### config.mk
export PLATFORM = sky130hd
export DESIGN_NAME = admr_bank
export DESIGN_NICKNAME = d
export VERILOG_FILES = /design/src/design/admr_pkg.sv /design/src/design/admr_bank.sv
export VERILOG_INCLUDE_DIRS = /design/src /design/src/design
export SDC_FILE = /design/constraint.sdc
export NUM_CORES = 1
export LEC_CHECK = 0
export ABC_AREA = 0
export CORE_AREA = 3 3 109 111
export CTS_CLUSTER_DIAMETER = 150
export DETAILED_ROUTE_END_ITERATION = 8
export DIE_AREA = 0 0 112 114
export DONT_BUFFER_PORTS = 1
export PLACE_DENSITY = 0.69
export SYNTH_ARGS = -nofsm -noshare
export SYNTH_HDL_FRONTEND = slang
export SYNTH_SLANG_ARGS = --single-unit
export TNS_END_PERCENT = 20
### constraint.sdc
create_clock -name core_clk_i -period 2.5 [get_ports core_clk_i]
set_clock_uncertainty 0.15 [all_clocks]
set_input_delay 0.125 -clock core_clk_i [delete_from_list [all_inputs] [get_ports core_clk_i]]
set_output_delay 0.125 -clock core_clk_i [all_outputs]
set_load 0.02 [all_outputs]
### src/design/admr_defs.svh
/*
 Register indices, field positions, reset values and frame counts of the
 audio converter mode register bank.
 Assumes it is included by the package, the bank module and the bench.
*/
`ifndef ADMR_DEFS_SVH
`define ADMR_DEFS_SVH

// Register indices carried in bits 14..8 of a control word
`define ADMR_IDX_LATT      7'h10
`define ADMR_IDX_RATT      7'h11
`define ADMR_IDX_FMT       7'h12
`define ADMR_IDX_OUT       7'h13
`define ADMR_IDX_IFM       7'h14
`define ADMR_IDX_ZOUT      7'h15
`define ADMR_IDX_ZSTAT     7'h16
`define ADMR_IDX_DEVID     7'h17

// Control word layout
`define ADMR_WORD_BITS     5'h10
`define ADMR_HEAD_BITS     5'h08
`define ADMR_RW_BIT        15
`define ADMR_IDX_MSB       14
`define ADMR_IDX_LSB       8

// format_and_mute_ctrl fields
`define ADMR_ATTEN_LOAD_ENABLE_BIT      7
`define ADMR_FMT_MSB       6
`define ADMR_FMT_LSB       4
`define ADMR_DMF_MSB       3
`define ADMR_DMF_LSB       2
`define ADMR_DME_BIT       1
`define ADMR_MUTE_BIT      0

// output_and_filter_ctrl fields
`define ADMR_REV_BIT       7
`define ADMR_ATS_MSB       6
`define ADMR_ATS_LSB       5
`define ADMR_OPE_BIT       4
`define ADMR_ZOE_BIT       3
`define ADMR_BYPASS_STEREO_SELECT_BIT      2
`define ADMR_FLT_BIT       1
`define ADMR_INFINITE_ZERO_MUTE_BIT      0

// interface_mode_ctrl fields
`define ADMR_SYSTEM_RESET_CTRL_BIT      6
`define ADMR_STREAM_BIT    5
`define ADMR_BYPASS_BIT    4
`define ADMR_MONO_BIT      3
`define ADMR_MONO_CHANNEL_SELECT_BIT      2
`define ADMR_OS_MSB        1
`define ADMR_OS_LSB        0

// zero_output_ctrl fields
`define ADMR_DZ_MSB        2
`define ADMR_DZ_LSB        1
`define ADMR_SAMPLE_ZERO_OUTPUT_ENABLE_BIT      0

// Reset values
`define ADMR_RST_ATT       8'hFF
`define ADMR_RST_FMT       8'h50
`define ADMR_RST_OUT       8'h00
`define ADMR_RST_IFM       8'h00
`define ADMR_RST_ZOUT      8'h01

// Writable bit masks
`define ADMR_MASK_IFM      8'h7F
`define ADMR_MASK_ZOUT     8'h07

// Device identifier, value arbitrary
`define ADMR_DEV_ID        5'h0A

`endif

### src/design/admr_pkg.sv
/*
 Types of the audio converter mode register bank: the decoded mode bundle
 and the whole state of the bank.
 Assumes admr_defs.svh is on the include path.
*/
`include "admr_defs.svh"

package admr_pkg;

   typedef struct packed {
      logic [7:0] left_atten_level;          // Applied left attenuation
      logic [7:0] right_atten_level;         // Applied right attenuation
      logic       atten_load_enable;
      logic [2:0] input_format_select;
      logic [1:0] deemph_rate_select;        // Zero while in stream mode
      logic [1:0] fir_perf_select;           // Zero outside stream mode
      logic       deemph_enable;             // Gated to sample-data mode
      logic       soft_mute;
      logic       phase_reverse;
      logic [1:0] atten_speed_select;
      logic       converter_operation;       // 0 = enabled
      logic       zero_flag_pin_select;      // 0 = data input
      logic       bypass_stereo_select;      // Gated to bypass mode
      logic       rolloff_select;            // 0 = sharp
      logic       infinite_zero_mute;        // Gated off in stream mode
      logic       system_reset_ctrl;         // 1 = reset operation
      logic       one_bit_stream_enable;
      logic       filter_bypass;
      logic       mono_mode;
      logic       mono_channel_select;       // 0 = left
      logic [1:0] oversample_rate_select;    // Zero while in stream mode
      logic [1:0] fir_rate_select;           // Zero outside stream mode
      logic       sample_zero_output_enable;
      logic [1:0] stream_zero_output_enable;
   } admr_mode_t;

   typedef struct packed {
      logic       ms_s1;
      logic       ms_s2;
      logic       ms_d;
      logic       mc_s1;
      logic       mc_s2;
      logic       mc_d;
      logic       mdi_s1;
      logic       mdi_s2;
      logic [1:0] zf_s1;
      logic [1:0] zf_s2;
      logic       busy;
      logic       rd;
      logic [4:0] cnt;
      logic [15:0] in_sr;
      logic [7:0] out_sr;
      logic [7:0] left_atten_level;
      logic [7:0] right_atten_level;
      logic [7:0] format_and_mute_ctrl;
      logic [7:0] output_and_filter_ctrl;
      logic [7:0] interface_mode_ctrl;
      logic [7:0] zero_output_ctrl;
      logic       mdo;
      logic       mdo_oe;
      admr_mode_t mode;
   } admr_state_t;

endpackage : admr_pkg

### src/design/admr_bank.sv
/*
 Mode register bank of a stereo audio converter, reached through the
 4-wire serial control port, plus the decoded mode bundle it drives.
 Assumes the serial pins and zero flags are asynchronous to core_clk_i and
 that the control bit clock is at least a few system clocks per phase.

 // Contract
 // Separate 8-bit left/right attenuation, 0.5 dB steps plus mute, reset 0 dB.
 // Attenuation load enable resets disabled, acts only in sample-data mode.
 // 3-bit input format selector, resets to 24-bit I2S.
 // 2-bit de-emphasis rate selector, resets disabled.
 // In stream mode the de-emphasis selector picks FIR filter performance.
 // De-emphasis enable resets disabled, acts only in sample-data mode.
 // Soft mute enable resets to mute disabled.
 // Phase reversal bit, resets normal, honoured in every mode.
 // Converter operation bit resets enabled, applies in all modes.
 // Shared pins select data input or zero flag output, reset input.
 // Bypass stereo select, bypass mode only, resets monaural.
 // Roll-off select bit, resets sharp.
 // Infinite-zero mute resets disabled, sample-data and bypass modes.
 // System reset control bit, resets to normal operation.
 // One-bit stream mode enable, resets disabled.
 // Filter bypass bit, resets to internal filter in use.
 // Mono bit resets stereo; mono channel select resets left.
 // Oversampling field resets x64; in stream mode sets FIR rate.
 // Sample zero output resets enabled; stream zero field resets disabled.
 // Read-only per-channel zero flags, 1 when zero detected.
 // Read-only 5-bit device identifier register.
 // Host reaches the bank only through the serial control port.
 // Access is one 16-bit word: direction, 7-bit index, 8-bit data.
 // Attenuation writes apply only while load enable is set.
 // Writes to read-only and reserved bits ignored; reserved reads zero.
*/
`timescale 1ns/1ps
`include "admr_defs.svh"

module admr_bank
   import admr_pkg::*;
(
   input  wire logic       core_clk_i,      // System clock, 100 MHz
   input  wire logic       nrst_i,          // Synchronous reset, active low
   input  wire logic       ce_i,            // Clock enable, freezes state when low
   input  wire logic       ms_n_i,          // Mode control enable, active low
   input  wire logic       mc_i,            // Control bit clock
   input  wire logic       mdi_i,           // Control serial data in
   input  wire logic       left_zero_i,     // Left channel zero detected
   input  wire logic       right_zero_i,    // Right channel zero detected
   output logic            mdo_o,           // Control serial data out
   output logic            mdo_oe_o,        // Drive enable for mdo_o
   output admr_mode_t      mode_o           // Decoded mode bundle
);

   ////////////////////////////////////////////////////////////////////////
   // State

   admr_state_t st;
   admr_state_t next_st;

   logic        ms_fall;
   logic        ms_rise;
   logic        mc_rise;
   logic        mc_fall;
   logic [15:0] word;
   logic [6:0]  hdr_idx;
   logic [7:0]  rd_data;
   logic        normal_mode;

   // Reset words as vectors so that single fields can be selected
   localparam logic [7:0] RST_FMT  = `ADMR_RST_FMT;
   localparam logic [7:0] RST_ZOUT = `ADMR_RST_ZOUT;

   ////////////////////////////////////////////////////////////////////////
   // Read mux, reserved bits zero

   function automatic logic [7:0] read_reg(input logic [6:0] idx,
                                           input admr_state_t s);
      logic [7:0] d;
      d = 8'h00;
      if (idx == `ADMR_IDX_LATT) begin
         d = s.left_atten_level;
      end else if (idx == `ADMR_IDX_RATT) begin
         d = s.right_atten_level;
      end else if (idx == `ADMR_IDX_FMT) begin
         d = s.format_and_mute_ctrl;
      end else if (idx == `ADMR_IDX_OUT) begin
         d = s.output_and_filter_ctrl;
      end else if (idx == `ADMR_IDX_IFM) begin
         d = s.interface_mode_ctrl & `ADMR_MASK_IFM;
      end else if (idx == `ADMR_IDX_ZOUT) begin
         d = s.zero_output_ctrl & `ADMR_MASK_ZOUT;
      end else if (idx == `ADMR_IDX_ZSTAT) begin
         d = {6'h00, s.zf_s2[1], s.zf_s2[0]};
      end else if (idx == `ADMR_IDX_DEVID) begin
         d = {3'h0, `ADMR_DEV_ID};
      end
      return d;
   endfunction : read_reg

   ////////////////////////////////////////////////////////////////////////
   // Next state

   always_comb begin
      next_st = st;

      // Two-stage synchronisers; only the second stage feeds logic
      next_st.ms_s1  = ms_n_i;
      next_st.ms_s2  = st.ms_s1;
      next_st.ms_d   = st.ms_s2;
      next_st.mc_s1  = mc_i;
      next_st.mc_s2  = st.mc_s1;
      next_st.mc_d   = st.mc_s2;
      next_st.mdi_s1 = mdi_i;
      next_st.mdi_s2 = st.mdi_s1;
      next_st.zf_s1  = {right_zero_i, left_zero_i};
      next_st.zf_s2  = st.zf_s1;

      ms_fall = st.ms_d & ~st.ms_s2;
      ms_rise = ~st.ms_d & st.ms_s2;
      mc_rise = ~st.mc_d & st.mc_s2 & ~st.ms_s2;
      mc_fall = st.mc_d & ~st.mc_s2 & ~st.ms_s2;

      word        = {st.in_sr[14:0], st.mdi_s2};
      hdr_idx     = word[6:0];
      rd_data     = read_reg(hdr_idx, st);
      normal_mode = ~st.interface_mode_ctrl[`ADMR_STREAM_BIT]
                    & ~st.interface_mode_ctrl[`ADMR_BYPASS_BIT];

      // Frame control: enable low starts a word, high ends it
      if (ms_fall) begin
         next_st.busy = 1'b1;
         next_st.rd   = 1'b0;
         next_st.cnt  = 5'h00;
      end else if (ms_rise) begin
         next_st.busy   = 1'b0;
         next_st.mdo_oe = 1'b0;
         next_st.mdo    = 1'b0;
      end else if (st.busy && mc_rise && st.cnt < `ADMR_WORD_BITS) begin
         next_st.in_sr = word;
         next_st.cnt   = st.cnt + 5'h01;
         if (st.cnt == `ADMR_HEAD_BITS - 5'h01) begin
            next_st.rd = word[7];
            if (word[7]) begin
               next_st.out_sr = rd_data;
               next_st.mdo    = rd_data[7];
               next_st.mdo_oe = 1'b1;
            end
         end
         if (st.cnt == `ADMR_WORD_BITS - 5'h01 && !st.rd) begin
            // Write commits on the sixteenth bit
            if (word[`ADMR_IDX_MSB:`ADMR_IDX_LSB] == `ADMR_IDX_LATT) begin
               next_st.left_atten_level = word[7:0];
               if (st.format_and_mute_ctrl[`ADMR_ATTEN_LOAD_ENABLE_BIT] && normal_mode) begin
                  next_st.mode.left_atten_level = word[7:0];
               end
            end else if (word[`ADMR_IDX_MSB:`ADMR_IDX_LSB] == `ADMR_IDX_RATT) begin
               next_st.right_atten_level = word[7:0];
               if (st.format_and_mute_ctrl[`ADMR_ATTEN_LOAD_ENABLE_BIT] && normal_mode) begin
                  next_st.mode.right_atten_level = word[7:0];
               end
            end else if (word[`ADMR_IDX_MSB:`ADMR_IDX_LSB] == `ADMR_IDX_FMT) begin
               next_st.format_and_mute_ctrl = word[7:0];
            end else if (word[`ADMR_IDX_MSB:`ADMR_IDX_LSB] == `ADMR_IDX_OUT) begin
               next_st.output_and_filter_ctrl = word[7:0];
            end else if (word[`ADMR_IDX_MSB:`ADMR_IDX_LSB] == `ADMR_IDX_IFM) begin
               next_st.interface_mode_ctrl = word[7:0] & `ADMR_MASK_IFM;
            end else if (word[`ADMR_IDX_MSB:`ADMR_IDX_LSB] == `ADMR_IDX_ZOUT) begin
               next_st.zero_output_ctrl = word[7:0] & `ADMR_MASK_ZOUT;
            end
         end
      end else if (st.busy && st.rd && mc_fall
                   && st.cnt > `ADMR_HEAD_BITS && st.cnt < `ADMR_WORD_BITS) begin
         // Readback shifts out on falling bit-clock edges
         next_st.out_sr = {st.out_sr[6:0], 1'b0};
         next_st.mdo    = st.out_sr[6];
      end

      // Decoded mode bundle from the updated registers
      next_st.mode.atten_load_enable =
         next_st.format_and_mute_ctrl[`ADMR_ATTEN_LOAD_ENABLE_BIT];
      next_st.mode.input_format_select =
         next_st.format_and_mute_ctrl[`ADMR_FMT_MSB:`ADMR_FMT_LSB];
      if (next_st.interface_mode_ctrl[`ADMR_STREAM_BIT]) begin
         next_st.mode.deemph_rate_select = 2'h0;
         next_st.mode.fir_perf_select =
            next_st.format_and_mute_ctrl[`ADMR_DMF_MSB:`ADMR_DMF_LSB];
         next_st.mode.oversample_rate_select = 2'h0;
         next_st.mode.fir_rate_select =
            next_st.interface_mode_ctrl[`ADMR_OS_MSB:`ADMR_OS_LSB];
      end else begin
         next_st.mode.deemph_rate_select =
            next_st.format_and_mute_ctrl[`ADMR_DMF_MSB:`ADMR_DMF_LSB];
         next_st.mode.fir_perf_select = 2'h0;
         next_st.mode.oversample_rate_select =
            next_st.interface_mode_ctrl[`ADMR_OS_MSB:`ADMR_OS_LSB];
         next_st.mode.fir_rate_select = 2'h0;
      end
      next_st.mode.deemph_enable =
         next_st.format_and_mute_ctrl[`ADMR_DME_BIT]
         & ~next_st.interface_mode_ctrl[`ADMR_STREAM_BIT]
         & ~next_st.interface_mode_ctrl[`ADMR_BYPASS_BIT];
      next_st.mode.soft_mute =
         next_st.format_and_mute_ctrl[`ADMR_MUTE_BIT];
      next_st.mode.phase_reverse =
         next_st.output_and_filter_ctrl[`ADMR_REV_BIT];
      next_st.mode.atten_speed_select =
         next_st.output_and_filter_ctrl[`ADMR_ATS_MSB:`ADMR_ATS_LSB];
      next_st.mode.converter_operation =
         next_st.output_and_filter_ctrl[`ADMR_OPE_BIT];
      next_st.mode.zero_flag_pin_select =
         next_st.output_and_filter_ctrl[`ADMR_ZOE_BIT];
      next_st.mode.bypass_stereo_select =
         next_st.output_and_filter_ctrl[`ADMR_BYPASS_STEREO_SELECT_BIT]
         & next_st.interface_mode_ctrl[`ADMR_BYPASS_BIT];
      next_st.mode.rolloff_select =
         next_st.output_and_filter_ctrl[`ADMR_FLT_BIT];
      next_st.mode.infinite_zero_mute =
         next_st.output_and_filter_ctrl[`ADMR_INFINITE_ZERO_MUTE_BIT]
         & ~next_st.interface_mode_ctrl[`ADMR_STREAM_BIT];
      next_st.mode.system_reset_ctrl =
         next_st.interface_mode_ctrl[`ADMR_SYSTEM_RESET_CTRL_BIT];
      next_st.mode.one_bit_stream_enable =
         next_st.interface_mode_ctrl[`ADMR_STREAM_BIT];
      next_st.mode.filter_bypass =
         next_st.interface_mode_ctrl[`ADMR_BYPASS_BIT];
      next_st.mode.mono_mode =
         next_st.interface_mode_ctrl[`ADMR_MONO_BIT];
      next_st.mode.mono_channel_select =
         next_st.interface_mode_ctrl[`ADMR_MONO_CHANNEL_SELECT_BIT];
      next_st.mode.sample_zero_output_enable =
         next_st.zero_output_ctrl[`ADMR_SAMPLE_ZERO_OUTPUT_ENABLE_BIT];
      next_st.mode.stream_zero_output_enable =
         next_st.zero_output_ctrl[`ADMR_DZ_MSB:`ADMR_DZ_LSB];
   end

   ////////////////////////////////////////////////////////////////////////
   // Registers

   always_ff @(posedge core_clk_i) begin
      if (!nrst_i) begin
         st                        <= '0;
         st.ms_s1                  <= 1'b1;
         st.ms_s2                  <= 1'b1;
         st.ms_d                   <= 1'b1;
         st.left_atten_level       <= `ADMR_RST_ATT;
         st.right_atten_level      <= `ADMR_RST_ATT;
         st.format_and_mute_ctrl   <= `ADMR_RST_FMT;
         st.output_and_filter_ctrl <= `ADMR_RST_OUT;
         st.interface_mode_ctrl    <= `ADMR_RST_IFM;
         st.zero_output_ctrl       <= `ADMR_RST_ZOUT;
         st.mode.left_atten_level  <= `ADMR_RST_ATT;
         st.mode.right_atten_level <= `ADMR_RST_ATT;
         st.mode.input_format_select <= RST_FMT[`ADMR_FMT_MSB:`ADMR_FMT_LSB];
         st.mode.sample_zero_output_enable <= RST_ZOUT[`ADMR_SAMPLE_ZERO_OUTPUT_ENABLE_BIT];
      end else if (ce_i) begin
         st <= next_st;
      end
   end

   assign mdo_o    = st.mdo;
   assign mdo_oe_o = st.mdo_oe;
   assign mode_o   = st.mode;

endmodule : admr_bank

# Word level (Yosys, flattened, before mapping)
# Cells that the tools add are included.
[op_classes]
muxes = 46
n_eq_ne = 21
n_lt_le_gt_ge = 2
div_mod_pow = 0
n_mul = 0
addsub = 1
shifts = 0
bitwise = 22
n_reduce_logical = 28
[op_table]
columns = ["op", "count"]
rows = [
  ["8-bit two-way mux", 18],
  ["7-bit by 5-bit == test with 1-bit output, second input constant", 14],
  ["48-bit two-way mux", 2],
  ["78-bit two-way mux", 1],
  ["50-bit two-way mux", 1],
  ["40-bit two-way mux", 1],
  ["16-bit two-way mux", 2],
  ["32-bit two-way mux", 1],
  ["24-bit two-way mux", 1],
  ["22-bit two-way mux", 1],
  ["7-bit two-way mux", 3],
  ["4-bit two-way mux", 5],
  ["17-bit two-way mux", 1],
  ["15-bit two-way mux", 1],
  ["7-bit AND reduction", 2],
  ["2-bit nonzero test", 7],
  ["6-bit AND reduction", 2],
  ["1-bit bitwise AND", 11],
  ["1-bit NOT", 11],
  ["5-bit AND reduction", 2],
  ["1-bit logical AND", 8],
  ["4-bit AND reduction", 2],
  ["8-bit AND reduction", 1],
  ["2-bit two-way mux", 3],
  ["other kinds (15)", 19],
]
[word_totals]
mem_count = 0
mem_bits_ro = 0
latch_bits = 0
inputBits = 8
out_inout_bits = 48
mem_bits_rw = 0
reg_bits = 133

# Logic depth before layout (Yosys ltp)
[depth]
depth_word = 17
depth_mapped = 9
mapped_depth_nobuf = 8

# Least setup slack after synthesis
# OpenSTA, ideal clock, no wires.
[synth_path]
path_kind = "register -> register"
from = "register st[120] in the netlist's numbering"
to = "register st, in the netlist mode_o[21]"
setup_time_ps = 117
t_required_ps = 2233
t_arrival_ps = 2099
path_slack_ps = 133
synth_period_minus_slack_ps = 2367
n_path_buf = 0
stages_incl_launch_ff = 9
cell_sequence = "dfxtp_1 > ha_1 > and3_1 > ha_1 > nor3b_1 > nand4_1 > nor2_1 > mux2_2 > a32o_1"
[synth_between]
elab_chain_cells = 9
[synth_lines]
columns = ["item", "line_no", "text"]
rows = [
  ["start, declared", "admr_bank.sv:56", "admr_state_t st;"],
  ["start signal, assigned", "admr_bank.sv:255", "st <= next_st;"],
  ["branches (longest 3 deep; another with 5-bit less-than comparator)", "-", ""],
  ["48-bit two-way mux (*)", "admr_bank.sv:137", "end else if (st.busy && mc_rise && st.cnt < `ADMR_WORD_BITS) begin"],
  ["78-bit two-way mux (*)", "admr_bank.sv:133", "end else if (ms_rise) begin"],
  ["50-bit two-way mux (*)", "admr_bank.sv:129", "if (ms_fall) begin"],
  ["1-bit NOT", "admr_bank.sv:199", "& ~next_st.interface_mode_ctrl[`ADMR_STREAM_BIT]"],
  ["1-bit bitwise AND", "admr_bank.sv:198", "next_st.format_and_mute_ctrl[`ADMR_DME_BIT]"],
  ["1-bit bitwise AND (*)", "admr_bank.sv:198", ""],
]
# Every way passes the cells marked *. The select of a mux whose other input is x is not followed.
# A chain may end at the register's enable or synchronous reset.

# Worst setup path after layout
# Ends and elaborated chain as after synthesis.

==> flow_summary.toml <==
[detailed_routing]
drtPass1Iterations = 4
total_via_count_in_the_routed_design = 4266
routed_wire_length_per_instance_um = 17.7
detail_route.drc_violations = 0
drt-initial-drc-count = 345
drt_wl_total_um = 13100
ant_nets = 0
avgViaCountPerCell = 5.79

[clock_tree]
tritoncts.num_buffers = 9
cts_root_buffer = "clkbuf_8"
cts.sink_count = 111
buffer_count_from_post_cts_setup_fixing = 0
clock_insertion_delay_worst_skew_ns = 0.38
cts_max_path_buffers = 2
clk_transition_reported_paths_ns = 0.10
htreeDepth = 3
cts_tree = "built"

[logic_synthesis]
synth.most_common_cell = "dfxtp_1"
synth.top_cells.by_count = "111 x dfxtp_1, 70 x o21ai_0, 68 x nand2_1"
yosys.area_share.simple_pct = 22.6
synth-async-reset-ratio_pct = 0
yosys_warnings = 0
yosysSeqAreaShare_pct = 41.0
post_synth_xor_area_fraction_pct = 0
synth.distinct_cells = 64
synth_top_family_by_area = "simple AND/OR/NAND/NOR gates"
post_synth_design_cell_area_sq_um = 5420
ys_ff_latch = 111
ys.flop_type = "dfxtp_1"
post_synth.cell_area_avg_sq_um = 8.56
syn-instance-count = 633
count_of_flip_flops_with_a_built_in_enable_after_synthesis = 0
synthAdderAreaFrac_pct = 1.15
synthDominantCellAreaShare_pct = 41.0
postSynthNetCount = 646
netlist.top_cell.by_area = "dfxtp_1"
synth_compound_gate_area_share_pct = 15.8
synth.area.mux_share_pct = 9.07
synth.top_cells.by_area = "dfxtp_1 41%, mux2i_1 7.8%, o21ai_0 6.5%"

[setup_path]
critical_path.reg2reg.endpoint = "mode_o[21]"
startpoint = "st[120]"
timing.critical_path.slowest_stage_cell = "dfxtp_2"
worst_r2r_startpoint = "st[120]"
cp_top_family = "simple AND/OR/NAND/NOR gates"
worst_setup_path_endpoint = "mode_o[21]"
worst_endpoint_required_time_ns = 2.62
worst_path_maximum_fanout = 4
number_of_stages_on_the_worst_setup_path = 9
timing.critical_path.arrival_ns = 2.47
length_in_cells_of_the_worst_reg_to_reg_path = 9
worst-setup-path-type = "flop to flop"
worstSetupEndpointType = "flop"
list_of_cells_traversed_by_the_critical_path = "ha_4 -> and3_1 -> ha_2 -> nor3b_4 -> buf_4 -> nand4_1 -> nor2_2 -> mux2_2 -> a32o_1"
crit_path_max_incr_delay_ns = 0.37
path_buf_inv = 1
worst_setup_path_start_kind = "flop"
worst_r2r_setup_slack_ns = 0.14

[final_layout]
insertedDiodeCount = 0
fin_nets = 605
areaGrowthSynthToFinish_pct = 4.52
final_core_utilization_pct = 52.0
drive_above_1_share_pct = 11.7

[sta]
total_count_of_hold_check_failures_in_the_final_report = 0
finalCritPeriodShare_pct = 94.2
max_freq_mhz = 424
timing.final.crit_period_ns = 2.36
timing_max_transition_violations_final = 0
grt_setup_unrepaired = "false"
setup_viol = 0
setup-tns-final_ns = 0
worst_pin_slew_ns = 0.956
relSlewSlack_pct = 36.0

[power_and_ir_drop]
power.leakage_nw = 2.03
comb_power_share_pct = 4.1
power.switching_mw = 0.686
power.switching_fraction_pct = 22.6
clock_power_share_pct = 37.1
power_per_cell_area_nw_per_um2 = 537
ir_worst_vdd_mv = 0.410
internal-power_mw = 2.35
sequentialPowerShare_pct = 58.8

[global_routing]
grt_max_degree = 104
grt_antenna_before_repair = 0
vias_in_the_first_global_route = 4179
global_route.overflow_total = 0
grt_util_all_layers_pct = 20.5
global_route_wire_length_before_repair_um = 21100

[placed_design]
port-buffer-count = 0
routabilityCongestion = 0.915
dp.final_hpwl_um = 8880

[floorplan]
io_pins = 56
die_x_um = 112
fp.dieArea_sq_um = 12800
fp-row-count = 38
core-area_sq_um = 10900
initial_utilization_pct = 49.8
die_height_um = 114

[flow_run]
drv_cap = 0

[run_status]
status = "complete, no violations"

[min_path]
min-delay-path-class = "input port to flop"
-- cells by family (layout without fill, tap and decap cells) --
family | count (synthesis) | after routing
DFF | 111 | 111
AOI/OAI and AO/OA | 140 | 140
and+or+nand+nor | 230 | 230
buffers and inverters | 101 | 65
adders and majority gates | 5 | 5
muxes | 46 | 46
-- worst min path at each step --
stage	start	to	slack (ns)	cells past startpoint
after floorplan	ms_n_i	next_st[137]	0.10	2
after global placement	nrst_i	next_st[137]	0.06	1
after detailed placement	nrst_i	next_st[137]	0.06	1
after CTS	ce_i	mdo_o	0.002	4
after global routing	ce_i	mdo_o	0.03	4
final	ce_i	mdo_o	0.02	4
-- through the flow --
stage	instances	hold slack (ns)	power [mW]	worst slack (ns)	area [sq um]
after floorplan	633	0.103	1.91	0.133	5420
after global routing	737	0.0297	3.15	0.000895	5670
after detailed placement	713	0.0602	1.91	0.0461	5320
after global placement	713	0.0558	1.91	0.119	5320
after CTS	737	0.00215	3.06	0.0757	5630
final	737	0.0169	3.04	0.144	5670
-- cell type report --
cell class	count	area (sq um)
Clock buffer	12	155
Clock inverter	4	52.6
Fill cell	1005	5220
Inverter	11	41.3
Multi-Input combinational cell	421	2670
Sequential cell	111	2220
Tap cell	140	175
Timing Repair Buffer	38	348
-- registers in the layout, summed over array words and instances, names as in the netlist --
name,flops
hdr_idx,7
mdo_o,1
mdo_oe_o,1
mode_o,27
next_st,7
st,68
-- worst min-delay path: cells and delay by family --
kind            cells  cell delay (ns)
simple gates        3             0.27
compound gates      1             0.12
-- routing by layer --
metal  global-route usage [%]  routed length, um
met5                        0                  0
met4                     7.45                266
met3                     4.77                940
met2                     32.9               6250
met1                     27.3               5600
-- cell usage in the layout, fill, tap and decap left out, types with 7 or more instances in the layout --
| master | synthesis | routed |
|---|---|---|
| a21boi_0 | 16 | 16 |
| a21oi_1 | 8 | 8 |
| buf_4 | 46 | 28 |
| clkbuf_8 | 0 | 11 |
| dfxtp_1 | 111 | 109 |
| dlygate4sd3_1 | 0 | 7 |
| inv_1 | 11 | 11 |
| mux2i_1 | 42 | 42 |
| nand2_1 | 68 | 68 |
| nand3_1 | 27 | 27 |
| nor2_1 | 36 | 35 |
| nor2b_1 | 36 | 36 |
| nor3_1 | 21 | 21 |
| o211ai_1 | 7 | 7 |
| o21ai_0 | 70 | 70 |
-- power groups by stage --
| stage | logic [mW] | registers [mW] | clock network [mW] |
|---|---|---|---|
| after floorplan | 0.0875 | 1.82 | 0 |
| after global placement | 0.0805 | 1.83 | 0 |
| after detailed placement | 0.0822 | 1.83 | 0 |
| after CTS | 0.125 | 1.79 | 1.15 |
| after global routing | 0.138 | 1.79 | 1.22 |
| final | 0.126 | 1.79 | 1.13 |
-- timing repair --
action / CTS / global route
endpoints found under the setup margin: 1 / 9
gates resized for setup: 1 / 8
hold endpoints to repair: 111 / 0
pin swaps: 0 / 1
hold buffers: 8 / 0
Power figures use the tool's default switching activity.
